**src/rsp_params.svh**
```systemverilog
// timing, framing and sizing constants of the serial port
`ifndef RSP_PARAMS_SVH
`define RSP_PARAMS_SVH

`define RSP_DIV_W 16
`define RSP_CHAR_W 8
`define RSP_FIFO_DEPTH 16
`define RSP_HALVES_W 3
`define RSP_HALVES_LEAD 3'h1
`define RSP_HALVES_BIT 3'h2
`define RSP_HALVES_STOP1 3'h2
`define RSP_HALVES_STOP15 3'h3
`define RSP_HALVES_STOP2 3'h4
`define RSP_LAST_BIT_BASE 3'h4
`define RSP_ALIGN_BASE 3'h3

`endif

```
**src/rsp_pkg.sv**
```systemverilog
// types shared by the serial port files
`include "rsp_params.svh"

package rsp_pkg;

    typedef enum logic [1:0] {RSP_PAR_NONE, RSP_PAR_EVEN, RSP_PAR_ODD} rsp_parity_t;

    typedef enum logic [1:0] {RSP_STOP_ONE, RSP_STOP_ONE_HALF, RSP_STOP_TWO} rsp_stop_t;

    // dataBits: 0..3 selects five to eight data bits
    typedef struct packed {
        logic [1:0] dataBits;
        rsp_parity_t parity;
        rsp_stop_t stopBits;
        logic [`RSP_DIV_W-1:0] halfDiv;
    } rsp_cfg_t;

    typedef struct packed {
        logic [`RSP_CHAR_W-1:0] data;
        logic parityErr;
        logic frameErr;
    } rsp_rx_char_t;

    typedef enum logic [2:0] {TX_IDLE, TX_LEAD, TX_START, TX_DATA, TX_PARITY, TX_STOP} rsp_tx_state_t;

    typedef enum logic [2:0] {RX_IDLE, RX_START, RX_DATA, RX_PARITY, RX_STOP} rsp_rx_state_t;

endpackage

```
**src/rsp_serial_port.sv**
```systemverilog
// asynchronous serial port with differential line driver control
`timescale 1ns/100ps
`include "rsp_params.svh"

module rsp_serial_port import rsp_pkg::*; #(
    parameter int FIFO_DEPTH = `RSP_FIFO_DEPTH
) (
    input wire logic core_clk,
    input wire logic sys_rst,
    input wire rsp_cfg_t cfg,
    input wire logic portEnable,
    input wire logic autoDirEn,
    input wire logic echoOff,
    input wire logic txValid,
    input wire logic [`RSP_CHAR_W-1:0] txData,
    output logic txReady,
    output logic rxValid,
    output rsp_rx_char_t rxChar,
    input wire logic lineRx,
    output logic lineTx,
    output logic lineTxOe,
    output logic ledEnabled,
    output logic ledTx,
    output logic ledRx
);
    // ****************************************************************
    // functions
    // ****************************************************************
    function automatic logic [`RSP_HALVES_W-1:0] stopHalves(input rsp_stop_t s);
        unique case (s)
            RSP_STOP_ONE: return `RSP_HALVES_STOP1;
            RSP_STOP_ONE_HALF: return `RSP_HALVES_STOP15;
            default: return `RSP_HALVES_STOP2;
        endcase
    endfunction

    function automatic logic [2:0] lastBit(input logic [1:0] db);
        return 3'(`RSP_LAST_BIT_BASE + db);
    endfunction

    function automatic logic parityOf(input logic [`RSP_CHAR_W-1:0] d, input logic [1:0] db,
                                      input rsp_parity_t p);
        logic [`RSP_CHAR_W-1:0] mask;
        mask = 8'hFF >> (`RSP_ALIGN_BASE - db);
        return (^(d & mask)) ^ (p == RSP_PAR_ODD);
    endfunction

    // ****************************************************************
    // declarations
    // ****************************************************************
    rsp_tx_state_t txState_q;
    rsp_rx_state_t rxState_q;
    logic [`RSP_DIV_W-1:0] txTmr_q;
    logic [`RSP_DIV_W-1:0] rxTmr_q;
    logic [`RSP_HALVES_W-1:0] txHalves_q;
    logic [`RSP_HALVES_W-1:0] rxHalves_q;
    logic [`RSP_CHAR_W-1:0] txShift_q;
    logic [`RSP_CHAR_W-1:0] rxShift_q;
    logic [2:0] txIdx_q;
    logic [2:0] rxIdx_q;
    logic txPar_q;
    logic rxPar_q;
    logic rxParErr_q;
    logic rxTail_q;
    logic lineTx_q;
    logic lineTxOe_q;
    logic rxValid_q;
    rsp_rx_char_t rxChar_q;
    logic ledEnabled_q;
    logic ledTx_q;
    logic ledRx_q;
    logic fifoValid;
    logic [`RSP_CHAR_W-1:0] fifoData;
    logic txHalf;
    logic rxHalf;
    logic txStep;
    logic rxStep;
    logic txGo;
    logic txLoad;
    logic rxEnable;
    logic rxIdle;

    // ****************************************************************
    // transmit buffer
    // ****************************************************************
    rsp_fifo #(.WIDTH(`RSP_CHAR_W), .DEPTH(FIFO_DEPTH)) txFifo (
        .core_clk(core_clk),
        .sys_rst(sys_rst),
        .inValid(txValid),
        .inData(txData),
        .inReady(txReady),
        .outValid(fifoValid),
        .outData(fifoData),
        .outReady(txLoad)
    );

    // ****************************************************************
    // transmitter
    // ****************************************************************
    assign rxIdle = (rxState_q == RX_IDLE);
    assign txHalf = (txTmr_q == `RSP_DIV_W'(cfg.halfDiv - 1'b1));
    assign txStep = txHalf && (txHalves_q == `RSP_HALVES_W'(1));
    // two-wire: never start while a character is arriving
    assign txGo = fifoValid && portEnable && !(autoDirEn && (!rxIdle || !lineRx));
    assign txLoad = txGo && (txState_q == TX_IDLE || (txState_q == TX_STOP && txStep));

    always_ff @(posedge core_clk) begin
        if (sys_rst || txState_q == TX_IDLE) begin
            txTmr_q <= '0;
        end else if (txHalf) begin
            txTmr_q <= '0;
        end else begin
            txTmr_q <= txTmr_q + 1'b1;
        end
    end

    always_ff @(posedge core_clk) begin
        if (sys_rst) begin
            txState_q <= TX_IDLE;
            txHalves_q <= '0;
            txShift_q <= '0;
            txIdx_q <= '0;
            txPar_q <= 1'b0;
            lineTx_q <= 1'b1;
        end else if (txLoad) begin
            txShift_q <= fifoData;
            txPar_q <= parityOf(fifoData, cfg.dataBits, cfg.parity);
            if (autoDirEn && !lineTxOe_q) begin
                txState_q <= TX_LEAD;
                txHalves_q <= `RSP_HALVES_LEAD;
                lineTx_q <= 1'b1;
            end else begin
                txState_q <= TX_START;
                txHalves_q <= `RSP_HALVES_BIT;
                lineTx_q <= 1'b0;
            end
        end else if (txHalf) begin
            txHalves_q <= txHalves_q - 1'b1;
            if (txStep) begin
                unique case (txState_q)
                    TX_LEAD: begin
                        txState_q <= TX_START;
                        txHalves_q <= `RSP_HALVES_BIT;
                        lineTx_q <= 1'b0;
                    end
                    TX_START: begin
                        txState_q <= TX_DATA;
                        txHalves_q <= `RSP_HALVES_BIT;
                        txIdx_q <= '0;
                        lineTx_q <= txShift_q[0];
                    end
                    TX_DATA: begin
                        txHalves_q <= `RSP_HALVES_BIT;
                        if (txIdx_q == lastBit(cfg.dataBits)) begin
                            if (cfg.parity != RSP_PAR_NONE) begin
                                txState_q <= TX_PARITY;
                                lineTx_q <= txPar_q;
                            end else begin
                                txState_q <= TX_STOP;
                                txHalves_q <= stopHalves(cfg.stopBits);
                                lineTx_q <= 1'b1;
                            end
                        end else begin
                            txShift_q <= txShift_q >> 1;
                            txIdx_q <= txIdx_q + 1'b1;
                            lineTx_q <= txShift_q[1];
                        end
                    end
                    TX_PARITY: begin
                        txState_q <= TX_STOP;
                        txHalves_q <= stopHalves(cfg.stopBits);
                        lineTx_q <= 1'b1;
                    end
                    TX_STOP: begin
                        txState_q <= TX_IDLE;
                        lineTx_q <= 1'b1;
                    end
                    TX_IDLE: begin
                        lineTx_q <= 1'b1;
                    end
                endcase
            end
        end
    end

    // four-wire drives whenever enabled; two-wire drives only around a burst
    always_ff @(posedge core_clk) begin
        if (sys_rst) begin
            lineTxOe_q <= 1'b0;
        end else if (!autoDirEn) begin
            lineTxOe_q <= portEnable;
        end else if (txLoad && txState_q == TX_IDLE) begin
            lineTxOe_q <= 1'b1;
        end else if (txState_q == TX_IDLE || (txState_q == TX_STOP && txStep && !txGo)
                     || !portEnable) begin
            lineTxOe_q <= 1'b0;
        end
    end

    // ****************************************************************
    // receiver
    // ****************************************************************
    assign rxEnable = portEnable && !(autoDirEn && echoOff && lineTxOe_q);
    assign rxHalf = (rxTmr_q == `RSP_DIV_W'(cfg.halfDiv - 1'b1));
    assign rxStep = rxHalf && (rxHalves_q == `RSP_HALVES_W'(1));

    always_ff @(posedge core_clk) begin
        if (sys_rst || rxState_q == RX_IDLE || rxHalf) begin
            rxTmr_q <= '0;
        end else begin
            rxTmr_q <= rxTmr_q + 1'b1;
        end
    end

    always_ff @(posedge core_clk) begin
        rxValid_q <= 1'b0;
        if (sys_rst || !rxEnable) begin
            rxState_q <= RX_IDLE;
            rxHalves_q <= '0;
            rxShift_q <= '0;
            rxIdx_q <= '0;
            rxPar_q <= 1'b0;
            rxParErr_q <= 1'b0;
            rxChar_q <= '0;
            rxTail_q <= 1'b0;
            rxValid_q <= 1'b0;
        end else if (rxState_q == RX_IDLE) begin
            if (!lineRx) begin
                rxState_q <= RX_START;
                rxHalves_q <= `RSP_HALVES_LEAD;
            end
        end else if (rxHalf) begin
            rxHalves_q <= rxHalves_q - 1'b1;
            if (rxStep) begin
                rxHalves_q <= `RSP_HALVES_BIT;
                unique case (rxState_q)
                    RX_START: begin
                        rxState_q <= lineRx ? RX_IDLE : RX_DATA;
                        rxIdx_q <= '0;
                        rxPar_q <= (cfg.parity == RSP_PAR_ODD);
                        rxParErr_q <= 1'b0;
                    end
                    RX_DATA: begin
                        rxShift_q <= {lineRx, rxShift_q[`RSP_CHAR_W-1:1]};
                        rxPar_q <= rxPar_q ^ lineRx;
                        rxIdx_q <= rxIdx_q + 1'b1;
                        if (rxIdx_q == lastBit(cfg.dataBits)) begin
                            rxState_q <= (cfg.parity != RSP_PAR_NONE) ? RX_PARITY : RX_STOP;
                        end
                    end
                    RX_PARITY: begin
                        rxParErr_q <= rxPar_q ^ lineRx;
                        rxState_q <= RX_STOP;
                    end
                    RX_STOP: begin
                        if (rxTail_q) begin
                            rxState_q <= RX_IDLE;
                            rxTail_q <= 1'b0;
                        end else begin
                            rxValid_q <= 1'b1;
                            rxChar_q.data <= rxShift_q >> (`RSP_ALIGN_BASE - cfg.dataBits);
                            rxChar_q.parityErr <= rxParErr_q;
                            rxChar_q.frameErr <= !lineRx;
                            // two-wire: the far driver owns the pair until its stop period ends
                            if (autoDirEn && !lineTxOe_q) begin
                                rxTail_q <= 1'b1;
                                rxHalves_q <= stopHalves(cfg.stopBits) - 1'b1;
                            end else begin
                                rxState_q <= RX_IDLE;
                            end
                        end
                    end
                    RX_IDLE: begin
                        rxState_q <= RX_IDLE;
                    end
                endcase
            end
        end
    end

    // ****************************************************************
    // indicators
    // ****************************************************************
    always_ff @(posedge core_clk) begin
        if (sys_rst) begin
            ledEnabled_q <= 1'b0;
            ledTx_q <= 1'b0;
            ledRx_q <= 1'b0;
        end else begin
            ledEnabled_q <= portEnable;
            ledTx_q <= (txState_q != TX_IDLE);
            ledRx_q <= !rxIdle;
        end
    end

    assign lineTx = lineTx_q;
    assign lineTxOe = lineTxOe_q;
    assign rxValid = rxValid_q;
    assign rxChar = rxChar_q;
    assign ledEnabled = ledEnabled_q;
    assign ledTx = ledTx_q;
    assign ledRx = ledRx_q;
endmodule

```
**src/rsp_fifo.sv**
```systemverilog
// transmit character buffer with registered read data
`timescale 1ns/100ps
`include "rsp_params.svh"

module rsp_fifo import rsp_pkg::*; #(
    parameter int WIDTH = `RSP_CHAR_W,
    parameter int DEPTH = `RSP_FIFO_DEPTH
) (
    input wire logic core_clk,
    input wire logic sys_rst,
    input wire logic inValid,
    input wire logic [WIDTH-1:0] inData,
    output logic inReady,
    output logic outValid,
    output logic [WIDTH-1:0] outData,
    input wire logic outReady
);
    localparam int AW = (DEPTH > 1) ? $clog2(DEPTH) : 1;

    logic [WIDTH-1:0] mem [DEPTH];
    logic [AW-1:0] wrPtr_q;
    logic [AW-1:0] rdPtr_q;
    logic [AW:0] count_q;
    logic [AW:0] count_d;
    logic inReady_q;
    logic outValid_q;
    logic [WIDTH-1:0] outData_q;
    logic push;
    logic load;

    function automatic logic [AW-1:0] nextPtr(input logic [AW-1:0] p);
        return (p == AW'(DEPTH - 1)) ? '0 : AW'(p + 1'b1);
    endfunction

    assign push = inValid && inReady_q;
    assign load = (count_q != '0) && (!outValid_q || outReady);
    assign count_d = AW'(0) + count_q + (AW+1)'(push) - (AW+1)'(load);
    assign inReady = inReady_q;
    assign outValid = outValid_q;
    assign outData = outData_q;

    always_ff @(posedge core_clk) begin
        if (push) begin
            mem[wrPtr_q] <= inData;
        end
    end

    always_ff @(posedge core_clk) begin
        if (sys_rst) begin
            wrPtr_q <= '0;
            rdPtr_q <= '0;
            count_q <= '0;
            inReady_q <= 1'b0;
        end else begin
            if (push) begin
                wrPtr_q <= nextPtr(wrPtr_q);
            end
            if (load) begin
                rdPtr_q <= nextPtr(rdPtr_q);
            end
            count_q <= count_d;
            inReady_q <= (count_d != (AW+1)'(DEPTH));
        end
    end

    always_ff @(posedge core_clk) begin
        if (sys_rst) begin
            outValid_q <= 1'b0;
            outData_q <= '0;
        end else if (load) begin
            outValid_q <= 1'b1;
            outData_q <= mem[rdPtr_q];
        end else if (outReady) begin
            outValid_q <= 1'b0;
        end
    end
endmodule

```
**config.mk**
```make
export PLATFORM = sky130hd
export DESIGN_NAME = rsp_serial_port
export DESIGN_NICKNAME = d
export VERILOG_FILES = /design/src/rsp_pkg.sv /design/src/rsp_serial_port.sv /design/src/rsp_fifo.sv
export VERILOG_INCLUDE_DIRS = /design/src
export SDC_FILE = /design/constraint.sdc
export NUM_CORES = 1
export LEC_CHECK = 0
export ABC_AREA = 0
export BUFFER_PORTS_ARGS = -buffer_cell sky130_fd_sc_hd__buf_2
export CAP_MARGIN = 0
export CORE_UTILIZATION = 45
export CTS_BUF_LIST = sky130_fd_sc_hd__clkbuf_2
export CTS_CLUSTER_SIZE = 25
export DETAILED_ROUTE_END_ITERATION = 12
export GPL_TIMING_DRIVEN = 0
export SLEW_MARGIN = 15
export SYNTH_ARGS = -nofsm -noshare
export SYNTH_HDL_FRONTEND = slang
export SYNTH_SLANG_ARGS = --single-unit
```
**constraint.sdc**
```tcl
create_clock -name core_clk -period 5.9 [get_ports core_clk]
set_input_delay 0.295 -clock core_clk [delete_from_list [all_inputs] [get_ports core_clk]]
set_output_delay 0.295 -clock core_clk [all_outputs]
set_load 0.02 [all_outputs]
```
== Word level (Yosys, flattened, before mapping) ==
Memories as Yosys holds them, arrays and structs flattened. A register that Yosys moved wholly into a read port is not among the register bits.
Cells that the tools add are included.
W data, S select, Z words.

* Flip-flop bits (word level): 101
* RAM bits: 128
* Bits of input ports: 37
* Output and inout bits: 17
* Word-level logic and storage cells: 211
* Memories: 1

* $add $sub $neg: 14
* Eq/ne operators: 27
* Shift-type cells: 2
* Mux-type cells: 65
* Bitwise gates (word level): 9
* Reductions and logical operators: 65

{| class="wikitable"
|+ Memory list
! name !! depth !! width !! read ports !! clocked after memory_dff !! wr ports !! line !! RTL
|-
| txFifo.mem || 16 || 8 || 1 || 1 || 1 || rsp_fifo.sv:20 || <nowiki>logic [WIDTH-1:0] mem [DEPTH];</nowiki>
|}

{| class="wikitable"
|+ Operator list
! operator !! count
|-
| $mux W3 || 31
|-
| $mux W8 || 5
|-
| $add A16 B1 Y16 const B || 2
|-
| $eq A16 B16 Y1 || 2
|-
| $reduce_and A4 Y1 || 6
|-
| $reduce_bool A2 Y1 || 10
|-
| $pmux W3 S2 || 3
|-
| $mux W1 || 16
|-
| $sub A16 B1 Y16 const B || 1
|-
| $logic_and A1 B1 Y1 || 15
|-
| $pmux W3 S5 || 1
|-
| $reduce_and A5 Y1 || 3
|-
| $eq A3 B1 Y1 const B || 4
|-
| $eq A3 B2 Y1 const B || 4
|-
| $pmux W3 S4 || 1
|-
| $eq A3 B3 Y1 const B || 3
|-
| $logic_not A1 Y1 || 9
|-
| $logic_or A1 B1 Y1 || 9
|-
| $pmux W3 S3 || 1
|-
| $sub A3 B1 Y3 const B || 3
|-
| $add A4 B1 Y4 const B || 2
|-
| $and A8 B8 Y8 || 1
|-
| $eq A4 B4 Y1 const B || 2
|-
| $mux W4 || 2
|-
| other kinds (32) || 46
|}

== Logic depth before layout (Yosys ltp) ==
Gate-level depths: netlist of the first run.

* Depth after elaboration: 16
* Mapped depth: 18
* Mapped depth without buffers: 17

== By module ==
Synthesis of the first run repeated with hierarchy kept, for this count alone.

* Cells, all modules: 1015
* Area, all modules: 11728.7 sq um

{| class="wikitable"
|+ Modules (own cells, without submodules)
! module !! times used !! cells an instance !! area each (sq um) !! seq. area each (sq um)
|-
| rsp_fifo || 1 || 332 || 6132.1 || 4304.1
|-
| rsp_serial_port || 1 || 683 || 5596.6 || 1721.7
|}

== Worst setup path after synthesis of the first run ==
OpenSTA, ideal clock, no wires.

* Path kind: input to register
* Start point: input cfg[4] (netlist bit)
* End point: register txFifo.count_q[4]
* Setup time: 0.115 ns
* Data arrival time: 4.395 ns
* Data required time: 5.785 ns
* Slack: 1.390 ns
* Cell stages on the path: 18
* Buffers on the path: 3
* Cells stage by stage: buf_6 or4_4 buf_6 nor4_4 nor3b_1 or4b_1 or4_1 buf_2 or4_4 nand2_1 ha_1 inv_1 ha_1 fa_1 a21oi_1 o21bai_1 xnor2_1 and2_1

* Word-level cells in the longest chain between the ends: 9

{| class="wikitable"
|+ RTL lines
! what !! line !! RTL
|-
| start, declared || rsp_serial_port.sv:10 || <nowiki>input wire rsp_cfg_t cfg,</nowiki>
|-
| $sub A16 B1 Y16 || rsp_serial_port.sv:101 || <nowiki>assign txHalf = (txTmr_q == `RSP_DIV_W'(cfg.halfDiv - 1'b1));</nowiki>
|-
| $eq A16 B16 Y1 || rsp_serial_port.sv:101 ||
|-
| $logic_and A1 B1 Y1 || rsp_serial_port.sv:102 || <nowiki>assign txStep = txHalf && (txHalves_q == `RSP_HALVES_W'(1));</nowiki>
|-
| $logic_and A1 B1 Y1 || rsp_serial_port.sv:105 || <nowiki>assign txLoad = txGo && (txState_q == TX_IDLE || (txState_q == TX_STOP && txStep));</nowiki>
|-
| $logic_or A1 B1 Y1 || rsp_serial_port.sv:105 ||
|-
| $logic_and A1 B1 Y1 || rsp_serial_port.sv:105 ||
|-
| $logic_or A1 B1 Y1 || rsp_fifo.sv:36 || <nowiki>assign load = (count_q != '0) && (!outValid_q || outReady);</nowiki>
|-
| $logic_and A1 B1 Y1 || rsp_fifo.sv:36 ||
|-
| net txFifo.load || rsp_fifo.sv:29 || <nowiki>logic load;</nowiki>
|-
| $sub A5 B1 Y5 || rsp_fifo.sv:37 || <nowiki>assign count_d = AW'(0) + count_q + (AW+1)'(push) - (AW+1)'(load);</nowiki>
|-
| end signal, assigned || rsp_fifo.sv:61 || <nowiki>count_q <= count_d;</nowiki>
|-
| end, declared || rsp_fifo.sv:23 || <nowiki>logic [AW:0] count_q;</nowiki>
|}

The timed path passes the listed nets, and every way through them passes these cells.
A chain may end at the register's enable or synchronous reset.

== Worst setup path after layout of the first run ==
* Start point: register txTmr_q[2]
* End point: register txFifo.inReady_q (netlist: txFifo.inReady)

* Word-level cells in the longest chain between the ends: 9

{| class="wikitable"
|+ RTL lines
! what !! line !! RTL
|-
| start, declared || rsp_serial_port.sv:53 || <nowiki>logic [`RSP_DIV_W-1:0] txTmr_q;</nowiki>
|-
| start signal, assigned || rsp_serial_port.sv:113 || <nowiki>txTmr_q <= txTmr_q + 1'b1;</nowiki>
|-
| $eq A16 B16 Y1 || rsp_serial_port.sv:101 ||
|-
| $logic_and A1 B1 Y1 || rsp_serial_port.sv:102 ||
|-
| $logic_and A1 B1 Y1 || rsp_serial_port.sv:105 ||
|-
| $logic_or A1 B1 Y1 || rsp_serial_port.sv:105 ||
|-
| $logic_and A1 B1 Y1 || rsp_serial_port.sv:105 ||
|-
| $logic_or A1 B1 Y1 || rsp_fifo.sv:36 ||
|-
| $logic_and A1 B1 Y1 || rsp_fifo.sv:36 ||
|-
| net txFifo.load || rsp_fifo.sv:29 ||
|-
| $sub A5 B1 Y5 || rsp_fifo.sv:37 ||
|-
| $ne A5 B5 Y1 || rsp_fifo.sv:62 || <nowiki>inReady_q <= (count_d != (AW+1)'(DEPTH));</nowiki>
|-
| end signal, assigned || rsp_fifo.sv:62 ||
|-
| end, declared || rsp_fifo.sv:25 || <nowiki>logic inReady_q;</nowiki>
|}

The timed path passes the listed nets, and every way through them passes these cells.

==> summary by stage, run 1 <==
Clock tree
The number of buffers inserted during clock tree synthesis is 59. Counting along the longest clock path gives a buffer depth of 3. The clock reaches the later pin of the worst-skew pair after 0.88 ns. For this design, the sink count on the clock tree is 237. The post-CTS resize count is 0. The tree is rooted in a clkbuf_2. The clock tree from TritonCTS is built. The H-tree depth is 2. The clock transition at the registers of the reported paths is 0.12 ns.

Timing
Between clock sinks in the finished design, the worst skew comes to 0.0632 ns. For the pin with the worst max-slew slack, the measured transition is 1.01 ns. The number of hold-slack violations in the final timing report is 0. The worst slew margin relative to its limit is 32.2%. The max-slew violation count was 0. The share of the clock period used by the worst path after layout is 76.2%. For the final routed database, the setup TNS stands at 0 ns. Hold timing on the final database bottoms out at a slack of 0.124 ns. Based on the critical path, the design can be clocked at up to 0.223 GHz.

Setup repair after global routing left no endpoint under its margin. The worst path in the final design needs a cycle of 4.49 ns, including I/O delays and setup. Setup violations remaining at the end of the flow were counted as 0.

Pwr
Registers are responsible for 46.2% of the overall power. VDD sags by at most 0.174 mV. Dividing total power by cell area gives a power density of 309 nW/um^2. The share of total power dissipated in combinational logic is 25.3%.

The switching power total is 1.32 mW. The internal power of the cells totals 2.74 mW. The part of the power in the clock network is 28.5%.

The fraction of power spent switching nets is 32.4%. For this design the static power due to leakage is 4.39 nW.

Route
After the first detailed-routing iteration, the DRC count stood at 608. In the final routing, the length of wire on met1 measures 12600 um. The number of remaining DRC errors is 0. Summed over all layers, the routed wires come to 28600 um.

The post-detailed-route count of antenna-violating nets is 0. Wire segments on met2 add up to 14200 um in the final route. The length of the first detailed-routing pass in iterations is 5.

The met3 wire length is 1180 um. The detailed-route vias per instance is 5.59. The uppermost layer routed is met4. The routed wire length per instance is 18.4 um. The final route contains 8679 vias.

Synthesis
Among all flip-flop cells after synthesis, the most frequent one is edfxtp_1. The number of different library cells used by synthesis comes to 78. After Yosys synthesis, XOR and XNOR cells account for 6.48% of the synthesized area. The share of the synthesized area in the top cell type is 32.9%. The share of the Yosys chip area taken by registers is 51.5%.

The synthesized instance count is 1043. The main combinational cell family by area after synthesis is simple AND/OR/NAND/NOR gates. When the netlist entered floorplanning its net count stood at 1102. The combined area of all synthesized cells is 11700 um^2. The count of yosys warnings during synthesis is 0.

The synthesized design spends more area on one cell type than any other, namely edfxtp_1. The number of synthesized flops with an enable pin is 128. The synthesized area per cell is 11.2 um^2. Summing the areas of all fa, ha and maj instances in the mapped netlist gives 2.42% of the synthesized area. The post-synthesis compound-gate area fraction is 9.20%. The most frequent cell after synthesis is edfxtp_1. Ranked by instance count, the synthesized netlist is headed by edfxtp_1 (128), dfxtp_1 (109), nor2_1 (101), nand2_1 (65), xnor2_1 (60). By area the synthesized netlist is led by edfxtp_1 (33%), dfxtp_1 (19%), mux4_2 (8.5%).

The share of cell area taken by muxes after synthesis is 10.2%. Of the total synthesized cell area, the portion taken by AND, OR, NAND and NOR gates is 17.1%. The number of register bits inferred by synthesis is 237.

Of all flip-flops after synthesis, the portion carrying an async set or reset was 0%.

Layout
The share of cells above drive strength 1 is 18.4%. The number of fillers in the final layout is 2363. Registers take 6030 um^2. The share of the core filled with cells is 51.9%. The multi-input logic area is 5340 um^2. The area growth from synthesis to layout is 12.4%. In the final design database the tool counted 1230 nets.

Global routing
Entering global routing, the biggest net connects 19 pins. The total overflow reported by the global router is 0. The number of global-route vias before repair was 8428. The global routing usage summed across all routing layers is 22.1%. The wire length of the first global-routing pass is 45500 um. The number of antenna violations at the first check in global routing is 1.

Floorplanning
Row generation in the floorplan step produced 58 rows. The die is 163 um tall. In this run the standard cell core region covers 25300 um^2. For this design the top-level I/O count stands at 54. The die is 163 um wide. For this configuration, the core starts out at a cell density of 46.2%. The die covers 26600 um^2.

Worst setup path
Data arrives at the worst endpoint at 5.23 ns. The critical path data required time is 6.64 ns. Of all nets on the critical path, the largest fanout is 8. The type of element launching the critical path is a flop. The worst setup path is captured at a flop. The path type of the worst setup path is flop to flop.

Status
The flow ran to the end, and the final reports show no timing, DRC or antenna violations.

Place
Input and output buffers added on the ports amount to 47. At the end of routability-driven placement, the weighted congestion stood at 0.931. Once detailed placement completed, the half-perimeter wirelength came to 19800 um.

Job
The tool flagged a number of max-cap violations equal to 0.

Min path
The class of the tightest hold or removal check is input port to flop.
registers in the layout, indices dropped and copies added, names as in the netlist, 3 cells and up:
register and cells:
rxState_q 3, rxHalves_q 3, rxTmr_q 16, txFifo.mem 128, txTmr_q 16, txState_q 3, rxChar 10, txFifo.count_q 5
rxIdx_q 3, txFifo.wrPtr_q 4, txShift_q 8, txFifo.rdPtr_q 4, txIdx_q 3, txHalves_q 3, txFifo.outData 8, rxShift_q 8
cell usage in the layout (no fill, tap or decap), types with 6 or more instances in the layout:
master         netlist  routed
o21ai_0             39      39
buf_1                9       9
clkbuf_2             1      95
mux4_2              44      44
ha_1                21      21
and3_1              10      10
clkinv_1             0      12
nand2b_1            14      14
a31oi_1             10      10
edfxtp_1           128     128
xor2_1              24      24
mux2i_1             17      17
nor2_1             101     101
o311ai_0            10      10
or3_1                7       7
xnor2_1             60      60
o2111ai_1            6       6
nor2b_1             18      18
a21oi_1             36      36
nand2_1             65      65
inv_1               27      27
clkbuf_1            46      46
dlygate4sd3_1        0      20
buf_2                4      51
nor4_1              30      29
dfxtp_1            109     109
nand4_1             15      15
nor3_1              39      35
nand3_1             52      52
cell type report:
class,instances,area share (%)
Sequential cell,237,45.8
Multi-Input combinational cell,716,40.6
Clock buffer,94,3.58
Timing Repair Buffer,67,3.31
Tap cell,330,3.14
Buffer,62,1.93
Clock inverter,17,0.799
Inverter,28,0.799
Antenna cell,1,0.0190
final timing paths:
check                                      end  slack, ns  depth (start not counted)    startpoint
worst max-delay path            txFifo.inReady       1.41                         17    txTmr_q[2]
worst min-delay path                   rxValid       0.12                          5       cfg[14]
worst max register to register  txFifo.inReady       1.41                         17    txTmr_q[2]
worst min register to register    rxShift_q[0]       0.46                          2  rxShift_q[0]
logic make-up (layout without fill, tap and decap cells):
| group | count (synthesis) | in the layout |
|---|---|---|
| other | 0 | 1 |
| AND/OR/NAND/NOR | 387 | 387 |
| XOR/XNOR | 85 | 85 |
| adder cells (fa/ha/maj) | 22 | 22 |
| multiplexers | 64 | 64 |
| AO/OA/AOI/OAI | 158 | 158 |
| flip-flops | 237 | 237 |
| buffers and inverters | 90 | 268 |
worst max-delay path, stage by stage, from the launching register on:
cell and delay (ns):
dfxtp_1 0.31, clkbuf_1 0.18, nor2b_1 0.17, or3_1 0.35
a31oi_1 0.23, or4b_1 0.52, or4_1 0.41, buf_2 0.20
or4_4 0.52, nand2_1 0.14, ha_1 0.15, inv_1 0.04
ha_1 0.20, fa_1 0.40, a21oi_1 0.16, o21bai_1 0.09
xnor2_1 0.19, a31oi_1 0.11
per-stage QoR:
step	power (mW)	worst slack (ns)	area (um^2)	std cells
6_report	4.06	1.41	13200	1552
5_1_grt	4.29	1.19	13200	1552
4_1_cts	4.11	1.42	13100	1551
3_5_place_dp	2.94	0.774	12400	1420
3_3_place_gp	2.92	0.771	12300	1420
2_1_floorplan	2.64	1.39	11700	1043
layer usage:
layer | vias to the layer above | track usage [%]
met5 | - | 0
met4 | 0 | 7.18
met3 | 56 | 3.68
met2 | 214 | 38.3
met1 | 4181 | 27.9
li1 | 4228 | -
repair_timing:
item	in CTS	in global routing
endpoints found under the hold margin	147	0
buffers inserted	0	0
hold buffers	20	0
power groups by stage:
| stage | logic, mW | clock network (mW) | registers (mW) |
|---|---|---|---|
| after floorplan | 0.745 | 0 | 1.90 |
| after global placement | 1.01 | 0 | 1.91 |
| after detailed placement | 1.03 | 0 | 1.91 |
| after CTS | 1.04 | 1.19 | 1.88 |
| after global routing | 1.13 | 1.28 | 1.89 |
| final | 1.03 | 1.16 | 1.88 |
(Power assumes the default switching activity.)
==> run 2, diff against run 1 <==
==> constraint.sdc (replaced) <==
create_clock -name core_clk -period 4.3 [get_ports core_clk]
set_input_delay 0.215 -clock core_clk [delete_from_list [all_inputs] [get_ports core_clk]]
set_output_delay 0.215 -clock core_clk [all_outputs]
set_load 0.02 [all_outputs]
==> run 2 against run 1 <==
  * Setup slack worse by 1.2 ns
  * Design area is 0.44% higher
  * Sequential power is 37% higher
  * Global-route usage is 0.24 points lower
  * Flip-flop and latch count stayed put
  * Critical path depth is 1 lower
  * Count of clock-buffer cells in the layout is 1 higher
  * Register-to-register slack worse by 1.2 ns
==> summary by stage, run 2 (synthesis gave the netlist of run 1 again) <==
Clock tree
The tree built by TritonCTS fans out to 237 sinks. The clock transition at the registers of the reported paths is 0.11 ns. The maximum root-to-sink buffer count is 3. The number of buffers inserted during clock tree synthesis is 60. Clock latency on the worst-skew pair, taken at its later pin, is 0.86 ns. The root buffer cell is clkbuf_2. The H-tree depth is 2.

TritonCTS built the clock tree.

Timing
The worst slew margin relative to its limit is 30.5%. At the pin with the least slew margin, the transition time is 1.03 ns. Setup violations remaining at the end of the flow were counted as 0. The highest achievable clock rate is 0.242 GHz.

The max-slew violation count is 0. The final worst-path setup slack is 0.169 ns. The number of hold-slack violations in the final timing report is 0. The clock period could shrink to 4.13 ns.

The clock arrives with 0.0547 ns of skew. The worst path uses 96.1% of the clock period.

Route
In this run the remaining antenna-violating nets after routing total 0. Detailed routing placed a total of 1420 um of wire on met3. After the first detailed-routing iteration, the DRC count stood at 678. The total wire length is 28700 um. For this block, wires on met1 add up to 12500 um. The length of the first detailed-routing pass in iterations is 5. The number of remaining DRC errors is 0. The uppermost layer routed is met4. In the routed layout, each cell is associated on average with a via count of 5.65. In the detailed route, the total length drawn on met2 is 14200 um. Dividing the detail-routed wire length by the instance count gives 18.5 um. Summing over every cut layer, the via total after detailed routing is 8780.

Place
The worst slack at placement is -0.579 ns. Port buffering added 47 buffers. The placer congestion estimate is 0.918.

Once placement finished, the instance area stood at 12400 um^2. The wire-length estimate of the detail-placed layout is 19800 um.

Worst setup path
STA puts the critical path data arrival time at 4.83 ns. The worst setup path is launched from a flop. The cell at the slowest stage of the critical path is or4b_4. For this run, the slowest stage of the critical path takes 0.50 ns.

At the worst endpoint, the required time is 5.00 ns. Of all nets on the critical path, the largest fanout is 7. The path type of the worst setup path is flop to flop. Walking the worst path, the cells encountered are nor2b_1, or3_1, a31oi_2, or4b_4, or4_4, buf_6, or4_4, nand2_4, ha_1, inv_1, ha_1, fa_2, a21oi_2, o21bai_1, xnor2_1, a31oi_1. The family with the most delay on the worst path is simple AND/OR/NAND/NOR gates.

The total buffers and inverters traversed by the critical path is 2. The endpoint class of the critical path is a flop.

Layout
The share of cells above drive strength 1 is 19.3%. The finished layout cell area is 13200 um^2. In the final design database the tool counted 1234 nets. The share of the core filled with cells is 52.2%.

From synthesis to final layout, the design area changed by 12.9%. In the final layout, the registers with the most flip-flops are txFifo.mem x128, rxTmr_q x16, txTmr_q x16. The commonest non-fill, non-tap cell in the layout is edfxtp_1.

The register containing the most flip-flops in the final layout is txFifo.mem. The top cell types in the final layout, fill and taps aside, are edfxtp_1 (128), dfxtp_1 (108), nor2_1 (101). The register with the most flip-flops in the layout has 128 of them.

Floorplanning
The region available for standard cell placement spans 25300 um^2. 54 I/O pins were placed. The height of the chip is 163 um.

Row generation in the floorplan step produced 58 rows. The floorplan step defined a die boundary enclosing 26600 um^2. For this configuration, the core starts out at a cell density of 46.2%. The width of the die is 163 um.

Job
The reported max-cap violation count is 0.

Pwr
The largest voltage drop on the vdd net is 0.249 mV. Dividing total power by cell area gives a power density of 420 nW/um^2. The analysis attributes to cell leakage a power of 4.42 nW.

Global routing
Entering global routing, the biggest net connects 19 pins. The first global-routing pass estimated 44900 um of wire. After global routing the overflow that remains totals 0. The number of global-route vias before repair is 8517. The number of antenna violations at the first check in global routing came to 1.

Global routing consumed, over all layers together, 21.8% of the routing resources.

Status
The run finished with clean final reports.

Min path
The class of the tightest hold or removal check is input port to flop.
## run 2: stage by stage
| step | power, mW | cells | hold slack, ns | setup TNS, ns |
|---|---|---|---|---|
| after global placement | 4.01 | 1420 | 0.455 | -2.02 |
| after detailed placement | 4.03 | 1420 | 0.458 | -2.03 |
| final | 5.55 | 1555 | 0.104 | 0 |
| after floorplan | 3.63 | 1043 | 0.314 | 0 |
| after global routing | 5.88 | 1555 | 0.0488 | -0.00179 |
| after CTS | 5.58 | 1552 | 0.00724 | 0 |
## run 2: report_power, final
part / switching, mW / internal (mW) / total (mW)
clock: 0.931 / 0.594 / 1.53
combinational: 0.799 / 0.650 / 1.45
sequential: 0.0854 / 2.49 / 2.57
## run 2: metal layers
layer	GRT usage, %	up-vias
met5	0	-
met4	8.28	0
met3	3.89	49
met2	37.6	252
met1	27.1	4246
li1	-	4233
## run 2: final cells by class
class	count	area, um^2
clock inverter	16	72.6
sequential	237	6030
multi-input combinational	716	5380
antenna	1	2.50
fill	2322	12100
clock buffer	95	475
tap	330	413
buffer	60	254
timing repair buffer	72	478
inverter	28	105
## run 2: worst paths after layout
check             startpoint                end  slack [ns]  cells past startpoint
setup / recovery  txTmr_q[2]     txFifo.inReady        0.17                     16
hold / removal       txValid  txFifo.wrPtr_q[1]        0.10                      5
setup reg to reg  txTmr_q[2]     txFifo.inReady        0.17                     16
hold reg to reg   rxParErr_q         rxParErr_q        0.46                      2
## run 2: worst reg2reg max path: cells and delay by family (launching register included)
| family | cells | cell delay, ns |
|---|---|---|
| compound gates | 4 | 0.52 |
| xor+xnor | 1 | 0.17 |
| fa+ha+maj | 3 | 0.74 |
| buf+inv | 2 | 0.20 |
| flops | 1 | 0.38 |
| simple gates | 6 | 1.98 |
## run 2: timing repair
action                                  CTS  global route
endpoints found under the setup margin    2             2
setup buffers                             0             3
resized for setup                         3             7
pin swaps                                 0             5
endpoints found under the hold margin   154             0
hold buffers                             22             0
